`src/bbc_pkg.sv`:
```
// package: register map, field positions, reset values and carrier types of the calibration block
package bbc_pkg;

  // register byte offsets on the AHB-Lite bus (register n sits at 4*n)
  localparam logic [7:0] OFS_STATUS = 8'h00;
  localparam logic [7:0] OFS_LOOPBACK = 8'h04;
  localparam logic [7:0] OFS_FILTER = 8'h08;
  localparam logic [7:0] OFS_TXBIAS = 8'h0C;
  localparam logic [7:0] OFS_TEMP = 8'h10;
  localparam logic [7:0] OFS_CAL = 8'h14;
  localparam logic [7:0] OFS_MANUAL = 8'h1C;

  // field positions
  localparam int POS_CONV_COMPLETE = 5;
  localparam int POS_OUT_OF_RANGE = 6;
  localparam int POS_RESULT_LO = 22;
  localparam int POS_LOOPBACK_ON = 18;
  localparam int POS_LOOPBACK_ATT = 19;
  localparam int POS_CORNER_LO = 16;
  localparam int POS_BYPASS = 23;
  localparam int POS_TX_Q_LO = 19;
  localparam int POS_TX_I_LO = 25;
  localparam int POS_TX_BIAS = 31;
  localparam int POS_CONV_GO = 5;
  localparam int POS_CONV_OFF = 21;
  localparam int POS_SENSOR_OFF = 22;
  localparam int POS_RX_GO = 5;
  localparam int POS_RX_RANGE_LO = 12;
  localparam int POS_RX_DIV_LO = 14;
  localparam int POS_XPOL_GO = 18;
  localparam int POS_XPOL_RANGE_LO = 25;
  localparam int POS_XPOL_DIV_LO = 27;
  localparam int POS_MAN_I_LO = 5;
  localparam int POS_MAN_Q_LO = 13;
  localparam int POS_SOURCE = 21;

  // values after reset
  localparam logic [7:0] CORR_HALF_SCALE = 8'h80;
  localparam logic [5:0] TX_OFS_MID = 6'h20;
  localparam logic [6:0] CORNER_RST = 7'h00;
  localparam logic SOURCE_RST = 1'b1;
  localparam logic POWER_OFF_RST = 1'b1;

  // counts
  localparam logic [3:0] CAL_LAST_TICK = 4'hC;
  localparam logic [7:0] CAL_FIRST_STEP = 8'h40;
  localparam logic [3:0] ADC_DIV_LAST = 4'hF;
  localparam logic [7:0] ADC_FIRST_TRIAL = 8'h80;

  typedef enum logic [0:0] {
    BBC_IDLE = 1'b0,
    BBC_RUN = 1'b1
  } bbc_state_t;

  // static analog controls
  typedef struct packed {
    logic [6:0] rx_filter_corner_code;
    logic rx_filter_bypass;
    logic loopback_on;
    logic loopback_attenuate;
    logic tx_internal_bias_on;
    logic [5:0] tx_i_offset_dac;
    logic [5:0] tx_q_offset_dac;
    logic temp_sensor_on;
    logic temp_conv_on;
  } bbc_ctrl_t;

  // one correction DAC pair
  typedef struct packed {
    logic [1:0] range;
    logic [7:0] i_code;
    logic [7:0] q_code;
  } bbc_corr_t;

endpackage : bbc_pkg

```
`src/bbc_top.sv`:
```
// design: dc-offset calibration sequencers, temperature converter control and AHB-Lite registers
//
// Contract
// - seven-bit filter corner, all ones lowest
// - bypass bit skips receive low-pass filter
// - receive start bit runs calibration, self-clears
// - cross-polarization start bit, same self-clear
// - each calibration tick samples offset, updates
// - finish after thirteenth tick, clear start
// - calibration tick from divided reference clock
// - two-bit DAC full-scale fields per chain
// - correction codes start at half scale
// - source bit picks calibrated or manual receive codes
// - manual I and Q offset bytes
// - calibrated codes held until next start
// - sensor enabled when its off bit clear
// - converter enabled when its off bit clear
// - conversion start bit, self-clears at end
// - converter clocked at reference divided sixteen
// - eight-bit result into status register
// - complete flag set after conversion
// - out-of-range flag from converter input
// - transmit bias enable and offset DACs
// - loopback enable and attenuation select
`timescale 1ns/100ps
`default_nettype none

module bbc_top (
  input wire logic SYS_CLK_I,
  input wire logic RST_I,
  input wire logic HSEL_I,
  input wire logic [31:0] HADDR_I,
  input wire logic [1:0] HTRANS_I,
  input wire logic HWRITE_I,
  input wire logic [2:0] HSIZE_I,
  input wire logic [31:0] HWDATA_I,
  input wire logic HREADY_I,
  output logic HREADYOUT_O,
  output logic HRESP_O,
  output logic [31:0] HRDATA_O,
  input wire logic [3:0] OFFSET_HIGH_I,
  input wire logic TEMP_ABOVE_TRIAL_I,
  input wire logic TEMP_RANGE_BAD_I,
  output logic [7:0] TEMP_TRIAL_O,
  output logic TEMP_SAMPLE_O,
  output bbc_pkg::bbc_ctrl_t CTRL_O,
  output bbc_pkg::bbc_corr_t RX_CORR_O,
  output bbc_pkg::bbc_corr_t XPOL_CORR_O
);

  // one step of the offset search: a positive offset lowers the code, saturating at the ends
  function automatic logic [7:0] search_next(input logic [7:0] code, input logic [7:0] step,
                                             input logic high);
    logic [8:0] sum;
    sum = 9'h000;
    if (high) begin
      sum = (code > step) ? ({1'b0, code} - {1'b0, step}) : 9'h000;
    end else begin
      sum = {1'b0, code} + {1'b0, step};
      if (sum[8]) begin
        sum = 9'h0FF;
      end
    end
    return sum[7:0];
  endfunction : search_next

  // terminal count of the calibration divider: ratio 2 << sel
  function automatic logic [7:0] cal_div_last(input logic [2:0] sel);
    logic [8:0] ratio;
    ratio = 9'h002 << sel;
    return 8'(ratio - 9'h001);
  endfunction : cal_div_last

  // bus phase registers
  logic ph_valid;
  logic ph_write;
  logic ph_word;
  logic [7:0] ph_addr;
  logic rd_wait;
  logic wr_en;
  logic rd_load;
  logic [31:0] rd_mux;

  // software fields
  logic [6:0] corner_code;
  logic bypass;
  logic lb_on;
  logic lb_att;
  logic tx_bias;
  logic [5:0] tx_i;
  logic [5:0] tx_q;
  logic sensor_off;
  logic conv_off;
  logic conv_go;
  logic [1:0] cal_go;
  logic [1:0] dac_range [2];
  logic [2:0] div_sel [2];
  logic [7:0] manual_i_offset;
  logic [7:0] manual_q_offset;
  logic corr_source_select;

  // calibration sequencers, index 0 receive, 1 cross-polarization
  bbc_pkg::bbc_state_t cal_state [2];
  logic [7:0] div_cnt [2];
  logic [3:0] tick_cnt [2];
  logic [7:0] step [2];
  logic [7:0] auto_i [2];
  logic [7:0] auto_q [2];
  logic [1:0] cal_start;
  logic [1:0] cal_tick;
  logic [1:0] cal_done;

  // temperature converter
  bbc_pkg::bbc_state_t adc_state;
  logic [3:0] adc_div;
  logic [7:0] trial;
  logic [7:0] mask;
  logic [7:0] temp_result;
  logic temp_conv_complete;
  logic temp_input_out_of_range;
  logic adc_start;
  logic adc_tick;
  logic adc_done;

  // address phase is taken only when the bus is ready; a read holds the bus one extra cycle
  always_ff @(posedge SYS_CLK_I or posedge RST_I) begin
    if (RST_I) begin
      ph_valid <= 1'b0;
      ph_write <= 1'b0;
      ph_word <= 1'b0;
      ph_addr <= 8'h00;
    end else if (HREADY_I) begin
      ph_valid <= HSEL_I && HTRANS_I[1];
      ph_write <= HWRITE_I;
      ph_word <= (HSIZE_I == 3'h2) && (HADDR_I[31:8] == 24'h000000);
      ph_addr <= HADDR_I[7:0];
    end
  end

  assign rd_load = ph_valid && !ph_write && !rd_wait;
  assign wr_en = ph_valid && ph_write && ph_word;
  assign HREADYOUT_O = !rd_load;
  assign HRESP_O = 1'b0;

  // wait state gives the read data a flop without racing a write in the previous data phase
  always_ff @(posedge SYS_CLK_I or posedge RST_I) begin
    if (RST_I) begin
      rd_wait <= 1'b0;
      HRDATA_O <= 32'h00000000;
    end else begin
      rd_wait <= rd_load;
      if (rd_load) begin
        HRDATA_O <= ph_word ? rd_mux : 32'h00000000;
      end
    end
  end

  // read view; unmapped offsets read zero
  always_comb begin
    rd_mux = 32'h00000000;
    case (ph_addr)
      bbc_pkg::OFS_STATUS: begin
        rd_mux[bbc_pkg::POS_RESULT_LO +: 8] = temp_result;
        rd_mux[bbc_pkg::POS_CONV_COMPLETE] = temp_conv_complete;
        rd_mux[bbc_pkg::POS_OUT_OF_RANGE] = temp_input_out_of_range;
      end
      bbc_pkg::OFS_LOOPBACK: begin
        rd_mux[bbc_pkg::POS_LOOPBACK_ON] = lb_on;
        rd_mux[bbc_pkg::POS_LOOPBACK_ATT] = lb_att;
      end
      bbc_pkg::OFS_FILTER: begin
        rd_mux[bbc_pkg::POS_CORNER_LO +: 7] = corner_code;
        rd_mux[bbc_pkg::POS_BYPASS] = bypass;
      end
      bbc_pkg::OFS_TXBIAS: begin
        rd_mux[bbc_pkg::POS_TX_Q_LO +: 6] = tx_q;
        rd_mux[bbc_pkg::POS_TX_I_LO +: 6] = tx_i;
        rd_mux[bbc_pkg::POS_TX_BIAS] = tx_bias;
      end
      bbc_pkg::OFS_TEMP: begin
        rd_mux[bbc_pkg::POS_CONV_GO] = conv_go;
        rd_mux[bbc_pkg::POS_CONV_OFF] = conv_off;
        rd_mux[bbc_pkg::POS_SENSOR_OFF] = sensor_off;
      end
      bbc_pkg::OFS_CAL: begin
        rd_mux[bbc_pkg::POS_RX_GO] = cal_go[0];
        rd_mux[bbc_pkg::POS_RX_RANGE_LO +: 2] = dac_range[0];
        rd_mux[bbc_pkg::POS_RX_DIV_LO +: 3] = div_sel[0];
        rd_mux[bbc_pkg::POS_XPOL_GO] = cal_go[1];
        rd_mux[bbc_pkg::POS_XPOL_RANGE_LO +: 2] = dac_range[1];
        rd_mux[bbc_pkg::POS_XPOL_DIV_LO +: 3] = div_sel[1];
      end
      bbc_pkg::OFS_MANUAL: begin
        rd_mux[bbc_pkg::POS_MAN_I_LO +: 8] = manual_i_offset;
        rd_mux[bbc_pkg::POS_MAN_Q_LO +: 8] = manual_q_offset;
        rd_mux[bbc_pkg::POS_SOURCE] = corr_source_select;
      end
      default: begin
        rd_mux = 32'h00000000;
      end
    endcase
  end

  // plain static fields of the loopback, filter, transmit bias and power-down registers
  always_ff @(posedge SYS_CLK_I or posedge RST_I) begin
    if (RST_I) begin
      corner_code <= bbc_pkg::CORNER_RST;
      bypass <= 1'b0;
      lb_on <= 1'b0;
      lb_att <= 1'b0;
      tx_bias <= 1'b0;
      tx_i <= bbc_pkg::TX_OFS_MID;
      tx_q <= bbc_pkg::TX_OFS_MID;
      sensor_off <= bbc_pkg::POWER_OFF_RST;
      conv_off <= bbc_pkg::POWER_OFF_RST;
    end else if (wr_en) begin
      case (ph_addr)
        bbc_pkg::OFS_LOOPBACK: begin
          lb_on <= HWDATA_I[bbc_pkg::POS_LOOPBACK_ON];
          lb_att <= HWDATA_I[bbc_pkg::POS_LOOPBACK_ATT];
        end
        bbc_pkg::OFS_FILTER: begin
          corner_code <= HWDATA_I[bbc_pkg::POS_CORNER_LO +: 7];
          bypass <= HWDATA_I[bbc_pkg::POS_BYPASS];
        end
        bbc_pkg::OFS_TXBIAS: begin
          tx_bias <= HWDATA_I[bbc_pkg::POS_TX_BIAS];
          tx_i <= HWDATA_I[bbc_pkg::POS_TX_I_LO +: 6];
          tx_q <= HWDATA_I[bbc_pkg::POS_TX_Q_LO +: 6];
        end
        bbc_pkg::OFS_TEMP: begin
          sensor_off <= HWDATA_I[bbc_pkg::POS_SENSOR_OFF];
          conv_off <= HWDATA_I[bbc_pkg::POS_CONV_OFF];
        end
        default: begin
          corner_code <= corner_code;
        end
      endcase
    end
  end

  // calibration setup fields and manual offsets
  always_ff @(posedge SYS_CLK_I or posedge RST_I) begin
    if (RST_I) begin
      dac_range[0] <= 2'h0;
      dac_range[1] <= 2'h0;
      div_sel[0] <= 3'h0;
      div_sel[1] <= 3'h0;
      manual_i_offset <= bbc_pkg::CORR_HALF_SCALE;
      manual_q_offset <= bbc_pkg::CORR_HALF_SCALE;
      corr_source_select <= bbc_pkg::SOURCE_RST;
    end else if (wr_en && (ph_addr == bbc_pkg::OFS_CAL)) begin
      dac_range[0] <= HWDATA_I[bbc_pkg::POS_RX_RANGE_LO +: 2];
      dac_range[1] <= HWDATA_I[bbc_pkg::POS_XPOL_RANGE_LO +: 2];
      div_sel[0] <= HWDATA_I[bbc_pkg::POS_RX_DIV_LO +: 3];
      div_sel[1] <= HWDATA_I[bbc_pkg::POS_XPOL_DIV_LO +: 3];
    end else if (wr_en && (ph_addr == bbc_pkg::OFS_MANUAL)) begin
      manual_i_offset <= HWDATA_I[bbc_pkg::POS_MAN_I_LO +: 8];
      manual_q_offset <= HWDATA_I[bbc_pkg::POS_MAN_Q_LO +: 8];
      corr_source_select <= HWDATA_I[bbc_pkg::POS_SOURCE];
    end
  end

  // a write of one to a start bit restarts that chain, even mid-run
  assign cal_start[0] = wr_en && (ph_addr == bbc_pkg::OFS_CAL) && HWDATA_I[bbc_pkg::POS_RX_GO];
  assign cal_start[1] = wr_en && (ph_addr == bbc_pkg::OFS_CAL) && HWDATA_I[bbc_pkg::POS_XPOL_GO];

  // start bits: a new start in the finishing cycle wins over the self-clear
  always_ff @(posedge SYS_CLK_I or posedge RST_I) begin
    if (RST_I) begin
      cal_go <= 2'h0;
    end else begin
      for (int c = 0; c < 2; c++) begin
        if (cal_start[c]) begin
          cal_go[c] <= 1'b1;
        end else if (cal_done[c]) begin
          cal_go[c] <= 1'b0;
        end
      end
    end
  end

  // per-chain tick: each chain divides the reference by its own select, so the two never share
  always_comb begin
    for (int c = 0; c < 2; c++) begin
      cal_tick[c] = (cal_state[c] == bbc_pkg::BBC_RUN) && (div_cnt[c] == cal_div_last(div_sel[c]));
      cal_done[c] = cal_tick[c] && (tick_cnt[c] == bbc_pkg::CAL_LAST_TICK);
    end
  end

  // offset search: step halves from quarter scale down to one lsb, then keeps tracking
  always_ff @(posedge SYS_CLK_I or posedge RST_I) begin
    if (RST_I) begin
      for (int c = 0; c < 2; c++) begin
        cal_state[c] <= bbc_pkg::BBC_IDLE;
        div_cnt[c] <= 8'h00;
        tick_cnt[c] <= 4'h0;
        step[c] <= bbc_pkg::CAL_FIRST_STEP;
        auto_i[c] <= bbc_pkg::CORR_HALF_SCALE;
        auto_q[c] <= bbc_pkg::CORR_HALF_SCALE;
      end
    end else begin
      for (int c = 0; c < 2; c++) begin
        if (cal_start[c]) begin
          cal_state[c] <= bbc_pkg::BBC_RUN;
          div_cnt[c] <= 8'h00;
          tick_cnt[c] <= 4'h0;
          step[c] <= bbc_pkg::CAL_FIRST_STEP;
          auto_i[c] <= bbc_pkg::CORR_HALF_SCALE;
          auto_q[c] <= bbc_pkg::CORR_HALF_SCALE;
        end else begin
          case (cal_state[c])
            bbc_pkg::BBC_RUN: begin
              div_cnt[c] <= cal_tick[c] ? 8'h00 : div_cnt[c] + 8'h01;
              if (cal_tick[c]) begin
                auto_i[c] <= search_next(auto_i[c], step[c], OFFSET_HIGH_I[2 * c]);
                auto_q[c] <= search_next(auto_q[c], step[c], OFFSET_HIGH_I[2 * c + 1]);
                step[c] <= (step[c] > 8'h01) ? (step[c] >> 1) : 8'h01;
                tick_cnt[c] <= tick_cnt[c] + 4'h1;
                if (cal_done[c]) begin
                  cal_state[c] <= bbc_pkg::BBC_IDLE;
                end
              end
            end
            default: begin
              cal_state[c] <= bbc_pkg::BBC_IDLE; // codes held while idle
            end
          endcase
        end
      end
    end
  end

  // correction DAC drive; only the receive chain has a manual override
  always_ff @(posedge SYS_CLK_I or posedge RST_I) begin
    if (RST_I) begin
      RX_CORR_O <= '{range: 2'h0, i_code: bbc_pkg::CORR_HALF_SCALE, q_code: bbc_pkg::CORR_HALF_SCALE};
      XPOL_CORR_O <= '{range: 2'h0, i_code: bbc_pkg::CORR_HALF_SCALE, q_code: bbc_pkg::CORR_HALF_SCALE};
    end else begin
      RX_CORR_O.range <= dac_range[0];
      RX_CORR_O.i_code <= corr_source_select ? auto_i[0] : manual_i_offset;
      RX_CORR_O.q_code <= corr_source_select ? auto_q[0] : manual_q_offset;
      XPOL_CORR_O.range <= dac_range[1];
      XPOL_CORR_O.i_code <= auto_i[1];
      XPOL_CORR_O.q_code <= auto_q[1];
    end
  end

  // static controls out
  always_ff @(posedge SYS_CLK_I or posedge RST_I) begin
    if (RST_I) begin
      CTRL_O <= '0;
    end else begin
      CTRL_O.rx_filter_corner_code <= corner_code;
      CTRL_O.rx_filter_bypass <= bypass;
      CTRL_O.loopback_on <= lb_on;
      CTRL_O.loopback_attenuate <= lb_att;
      CTRL_O.tx_internal_bias_on <= tx_bias;
      CTRL_O.tx_i_offset_dac <= tx_i;
      CTRL_O.tx_q_offset_dac <= tx_q;
      CTRL_O.temp_sensor_on <= !sensor_off;
      CTRL_O.temp_conv_on <= !conv_off;
    end
  end

  // a start is ignored when the same write sets the converter off bit
  assign adc_start = wr_en && (ph_addr == bbc_pkg::OFS_TEMP) && HWDATA_I[bbc_pkg::POS_CONV_GO]
                     && !HWDATA_I[bbc_pkg::POS_CONV_OFF];
  assign adc_tick = (adc_state == bbc_pkg::BBC_RUN) && (adc_div == bbc_pkg::ADC_DIV_LAST);
  assign adc_done = adc_tick && (mask == 8'h01);
  assign TEMP_TRIAL_O = trial;
  assign TEMP_SAMPLE_O = adc_tick;

  // successive approximation, one bit per converter clock
  always_ff @(posedge SYS_CLK_I or posedge RST_I) begin
    if (RST_I) begin
      adc_state <= bbc_pkg::BBC_IDLE;
      adc_div <= 4'h0;
      trial <= bbc_pkg::ADC_FIRST_TRIAL;
      mask <= bbc_pkg::ADC_FIRST_TRIAL;
    end else if (adc_start) begin
      adc_state <= bbc_pkg::BBC_RUN;
      adc_div <= 4'h0;
      trial <= bbc_pkg::ADC_FIRST_TRIAL;
      mask <= bbc_pkg::ADC_FIRST_TRIAL;
    end else begin
      case (adc_state)
        bbc_pkg::BBC_RUN: begin
          adc_div <= adc_div + 4'h1; // wraps at sixteen
          if (adc_tick) begin
            trial <= (TEMP_ABOVE_TRIAL_I ? trial : (trial & ~mask)) | (mask >> 1);
            mask <= mask >> 1;
            if (adc_done) begin
              adc_state <= bbc_pkg::BBC_IDLE;
            end
          end
        end
        default: begin
          adc_state <= bbc_pkg::BBC_IDLE;
        end
      endcase
    end
  end

  // start bit, result and flags; complete clears on a new start, set wins in the same cycle
  always_ff @(posedge SYS_CLK_I or posedge RST_I) begin
    if (RST_I) begin
      conv_go <= 1'b0;
      temp_result <= 8'h00;
      temp_conv_complete <= 1'b0;
      temp_input_out_of_range <= 1'b0;
    end else begin
      // a finishing conversion still reports, even if a new start lands in the same cycle
      if (adc_start) begin
        conv_go <= 1'b1;
      end else if (adc_done) begin
        conv_go <= 1'b0;
      end
      if (adc_done) begin
        temp_conv_complete <= 1'b1;
        temp_result <= TEMP_ABOVE_TRIAL_I ? trial : (trial & ~mask);
      end else if (adc_start) begin
        temp_conv_complete <= 1'b0;
      end
      if (adc_tick) begin
        temp_input_out_of_range <= TEMP_RANGE_BAD_I;
      end
    end
  end

endmodule : bbc_top

`default_nettype wire

```
`config.mk`:
```
export PLATFORM = sky130hd
export DESIGN_NAME = bbc_top
export DESIGN_NICKNAME = d
export VERILOG_FILES = /design/src/bbc_pkg.sv /design/src/bbc_top.sv
export SDC_FILE = /design/constraint.sdc
export NUM_CORES = 1
export LEC_CHECK = 0
export BUFFER_PORTS_ARGS = -buffer_cell sky130_fd_sc_hd__clkbuf_2
export CORE_MARGIN = 5
export CORE_UTILIZATION = 40
export CTS_CLUSTER_DIAMETER = 30
export DETAILED_ROUTE_END_ITERATION = 6
export PLACE_DENSITY = 0.64
export RECOVER_POWER = 25
export SLEW_MARGIN = 20
export SYNTH_ARGS = -nofsm -noshare
export SYNTH_HDL_FRONTEND = slang
export SYNTH_SLANG_ARGS = --single-unit
```
`constraint.sdc`:
```
create_clock -name SYS_CLK_I -period 20.9 [get_ports SYS_CLK_I]
set_input_delay 1.045 -clock SYS_CLK_I [delete_from_list [all_inputs] [get_ports SYS_CLK_I]]
set_output_delay 1.045 -clock SYS_CLK_I [all_outputs]
set_load 0.1 [all_outputs]
```
After elaboration in Yosys (flattened, before gate mapping)
Cells that the tools add are included.
Operators by class
  $add $sub $neg: 15
  $lt $le $gt $ge: 6
  equal/unequal tests: 13
  shift operators: 2
  muxes and demuxes: 91
  bitwise logic cells: 4
  reduce and logical (&&, ||, !) cells: 44
Operator list (count)
  8-bit 2-to-1 mux: 45
  8-bit by 8-bit adder with 9-bit output: 4
  8-bit > comparator: 4
  32-bit 2-to-1 mux: 1
  4-bit 2-to-1 mux: 8
  8-bit subtractor: 4
  8-bit by 5-bit == test with 1-bit output (second input constant): 3
  24-bit logical NOT: 1
  1-bit 2-to-1 mux: 20
  1-bit case mux with 4 select lines: 5
  1-bit logical AND: 19
  2-bit nonzero test: 9
  8-bit by 1-bit adder with 8-bit output (second input constant): 2
  8-bit by 4-bit == test with 1-bit output (second input constant): 2
  8-bit == test: 2
  8-bit by 1-bit > comparator with 1-bit output (second input constant): 2
  2-bit AND reduction: 8
  2-bit by 3-bit left shift with 8-bit output (first input constant): 2
  8-bit by 1-bit subtractor with 8-bit output (second input constant): 2
  5-bit case mux with 3 select lines: 1
  7-bit 2-to-1 mux: 2
  4-bit by 1-bit adder with 4-bit output (second input constant): 3
  4-bit == test (second input constant): 3
  1-bit case mux with 3 select lines: 3
  13 further kinds: 20
Storage, ports and cells
  register bits: 265
  bits of input ports: 80
  output and inout bits: 104
  word-level logic and storage cells: 234

Depth between registers and ports, before layout
  word-level depth: 9
  mapped depth: 13
  gate-level depth less buffers: 10

Worst setup path before layout
Ideal clock, no wire load.
  path kind: reg-to-reg
  start point: reg div_sel[2] (netlist name)
  end point: reg step[1] (netlist name)
  setup time: 132 ps
  arrival: 2808 ps
  data required time: 20768 ps
  setup slack: 17960 ps
  stages on the path, launching flop included: 13
  path buffers: 4
  period minus slack after synthesis: 2940 ps
  cell sequence: dfrtp_1 -> clkbuf_1 -> or3_1 -> ha_1 -> buf_2 -> or3_1 -> a21oi_1 -> a311oi_1 -> nor4_2 -> buf_2 -> buf_2 -> mux2i_1 -> nor2_1
On the way
  word-level cells in the longest chain between the ends: 6
RTL lines
  from (decl): line bbc_top.sv:97  | logic [2:0] div_sel [2];
  2-bit by 3-bit left shift with 8-bit output: line bbc_top.sv:70  | ratio = 9'h002 << sel;
  8-bit by 1-bit subtractor with 8-bit output: line bbc_top.sv:71  | return 8'(ratio - 9'h001);
  8-bit == test: line bbc_top.sv:286  | cal_tick[c] = (cal_state[c] == bbc_pkg::BBC_RUN) && (div_cnt[c] == cal_div_last(div_sel[c]));
  1-bit logical AND: line bbc_top.sv:286
  2-bit nonzero test (no line)
  2-bit AND reduction (no line)
  to (signal, indexed assignment): line bbc_top.sv:298  | step[c] <= bbc_pkg::CAL_FIRST_STEP;
  to (signal, indexed assignment): line bbc_top.sv:308  | step[c] <= bbc_pkg::CAL_FIRST_STEP;
  to (signal, indexed assignment): line bbc_top.sv:318  | step[c] <= (step[c] > 8'h01) ? (step[c] >> 1) : 8'h01;
  to (decl): line bbc_top.sv:106  | logic [7:0] step [2];
Every way passes these cells.
A chain may end at the register's enable or synchronous reset.

==> flow_summary.toml <==
[clocking]
cts_made_buffers = 60
clk_pin_slew_worst_paths_ns = 0.05
clkSinkCount = 258
hold_buffers = 0
clock_latency_ns = 0.61
cts_tree = "yes"
ctsResizeCount = 0
cts_htree_levels = 2
clock_tree.buffer_depth = 3
cts-root-buf = "clkbuf_16"
cts_setup_buffers = 0

[sta]
setup_viol = 0
slew_viol_final = 125
final.period_utilization_pct = 22.9
fmax_mhz = 209
finalHoldViolCount = 0
holdWs_ns = 0.391
min_period_ns = 4.79
fin_worst_skew_ns = 0.0546
final.setup.tns_ns = 0
slew-limit-headroom_pct = -271
worst_pin_slew_ns = 5.54
grt_setup_unrepaired = "no"

[critical_path]
worstPathArrival_ns = 5.40
regToRegStartpoint = "ph_addr[4]"
crit_required_ns = 21.51
r2r_cells = 4
worstSetupEndpoint = "div_cnt[0]"
worstSetupPathType = "primary input to async pin"
end_kind = "async pin"
start_kind = "primary input"
cp_max_fo = 124
startpoint = "RST_I"
rrSetupSlack_ns = 17.46
regToRegEndpoint = "div_sel[5]"

[synthesis]
syn_avg_cell_area_um2 = 10.1
ys.flop_type = "dfrtp_1"
yosysUniqueCellTypes = 82
seq_area_frac_synth_pct = 46.8
synth-edff-count = 0
synth-seq-cells = 258
synthCells = 1365
synth_async_sr_flop_share_pct = 100
synth_warnings = 0
syn_area_um2 = 13800

[layout]
drive_gt1_share_pct = 25.4
multi_input_area_um2 = 6720
fin_nets = 1687
final_common_cell = "dfrtp_1"
final_util_pct = 49.9
fill_cells = 3170
seq_area_um2 = 6480
area_growth_pct = 23.9
final_cell_mix = "dfrtp_1, clkbuf_2, nand2_1, inv_1, nor2_1"

[detailed_routing]
routed_wl_um = 38400
ant_nets = 0
drt-pass1-iter-count = 7
via_count = 11200
drt_iter0_drc = 738
wire_per_inst_um = 18.8
drcViolationCount = 0
viasPerCell = 5.50

[floorplanning]
core_area_um2 = 34400
io_pins = 184
rows = 68
start_util_pct = 40.2
die-height_um = 196
die_w_um = 196
die-area_um2 = 38400

[global_route]
track_usage_pct = 19.6
grt_max_degree = 125
antenna_found_initial = 3
grt_pass1_wl_um = 61200
grt-ovfl-total = 0
grt_pass1_vias = 11200

[placed_design]
globalplace.congestion = 0.898
hpwl_um = 26700
io_buffers = 171

[power]
p_leak_nw = 7.97
power_density_nw_per_um2 = 124
finalPower_mw = 2.13
ir_drop_mv = 0.114

[outcome]
failed_checks = "capacitance limit, slew limit"
status = "complete, but fails checks"

[hold_path]
hp-class = "register to register"

[job]
cap_violations = 1
==> worst max-delay path: stages <==
cell,delay (ns)
buf_1,0.08
clkinvlp_2,3.03
buf_4,1.06
==> worst min path at each step <==
stage	start	to	slack, ns	depth (start not counted)
final	dac_range[1]	XPOL_CORR_O[17]	0.39	0
after detailed placement	corner_code[6]	CTRL_O[24]	0.39	0
after floorplan	auto_q[7]	XPOL_CORR_O[7]	0.35	0
after global routing	dac_range[1]	XPOL_CORR_O[17]	0.41	0
after global placement	corner_code[0]	CTRL_O[18]	0.38	0
after CTS	corner_code[6]	CTRL_O[24]	0.39	0
==> sequential cells by signal, indices dropped and copies added (netlist names), 14 cells and up <==
signal,flops
auto_q,16
HRDATA_O,27
RX_CORR_O,18
XPOL_CORR_O,18
CTRL_O,25
div_cnt,16
step,14
auto_i,16
==> routing by layer <==
metal,wire length (µm),vias to the layer above,part of all wire (%),global-route usage [%]
li1,-,5246,-,-
met3,2660,79,6.9,4.34
met1,17300,5527,45,27.4
met5,13,-,0.034,0
met2,17200,373,45,30.0
met4,1160,2,3.0,7.11
==> final cells by class <==
class                           count  share of cell area (%)
Multi-Input combinational cell    941                    39.2
Sequential cell                   258                    37.8
Clock buffer                       70                    9.16
Timing Repair Buffer              182                    5.46
Tap cell                          455                    3.32
Clock inverter                     43                    3.04
Inverter                           91                    2.00
Antenna cell                        1                  0.0146
==> power by group <==
part,total (mW),switching [mW],internal [mW]
clock network,0.937,0.326,0.611
logic,0.546,0.361,0.185
registers,0.647,0.0777,0.570
total,2.13,0.765,1.37
==> Yosys cell counts (14+ instances only) <==
cell / n / area [µm²]
dfrtp_1: 239 / 5980
nand2_1: 127 / 477
inv_1: 88 / 330
nor2_1: 82 / 308
mux2_2: 78 / 878
o21ai_0: 77 / 385
ha_1: 65 / 813
clkbuf_1: 64 / 240
a21oi_1: 56 / 280
nand3_1: 32 / 160
a22o_1: 26 / 228
nor3_1: 24 / 120
a21o_1: 23 / 173
xnor2_1: 21 / 184
dfstp_2: 19 / 499
mux2i_1: 19 / 190
nand4_1: 19 / 119
xor2_1: 19 / 166
nand2b_1: 15 / 93.8
nor4_1: 15 / 93.8
a22oi_1: 14 / 105
==> stage by stage <==
stage / setup WS, ns / area, µm² / cells
3_5_place_dp: 17.43 / 15100 / 1927
5_1_grt: 15.00 / 17100 / 2041
3_3_place_gp: 17.52 / 15100 / 1927
4_1_cts: 17.30 / 17100 / 2040
6_report: 16.11 / 17100 / 2041
2_1_floorplan: 12.79 / 13900 / 1370
==> kinds of logic after synthesis <==
logic type                 count (synthesis)  share of synthesized area [%]
and+or+nand+nor                          396                           14.2
xor gates and xnor gates                  40                           2.53
buffers and inverters                    171                           4.94
AOI/OAI and AO/OA                        329                           16.7
DFF                                      258                           46.8
muxes                                     97                           7.72
adders and majority gates                 73                           7.04
other                                      1                         0.0271
Power figures use the tool's default switching activity.
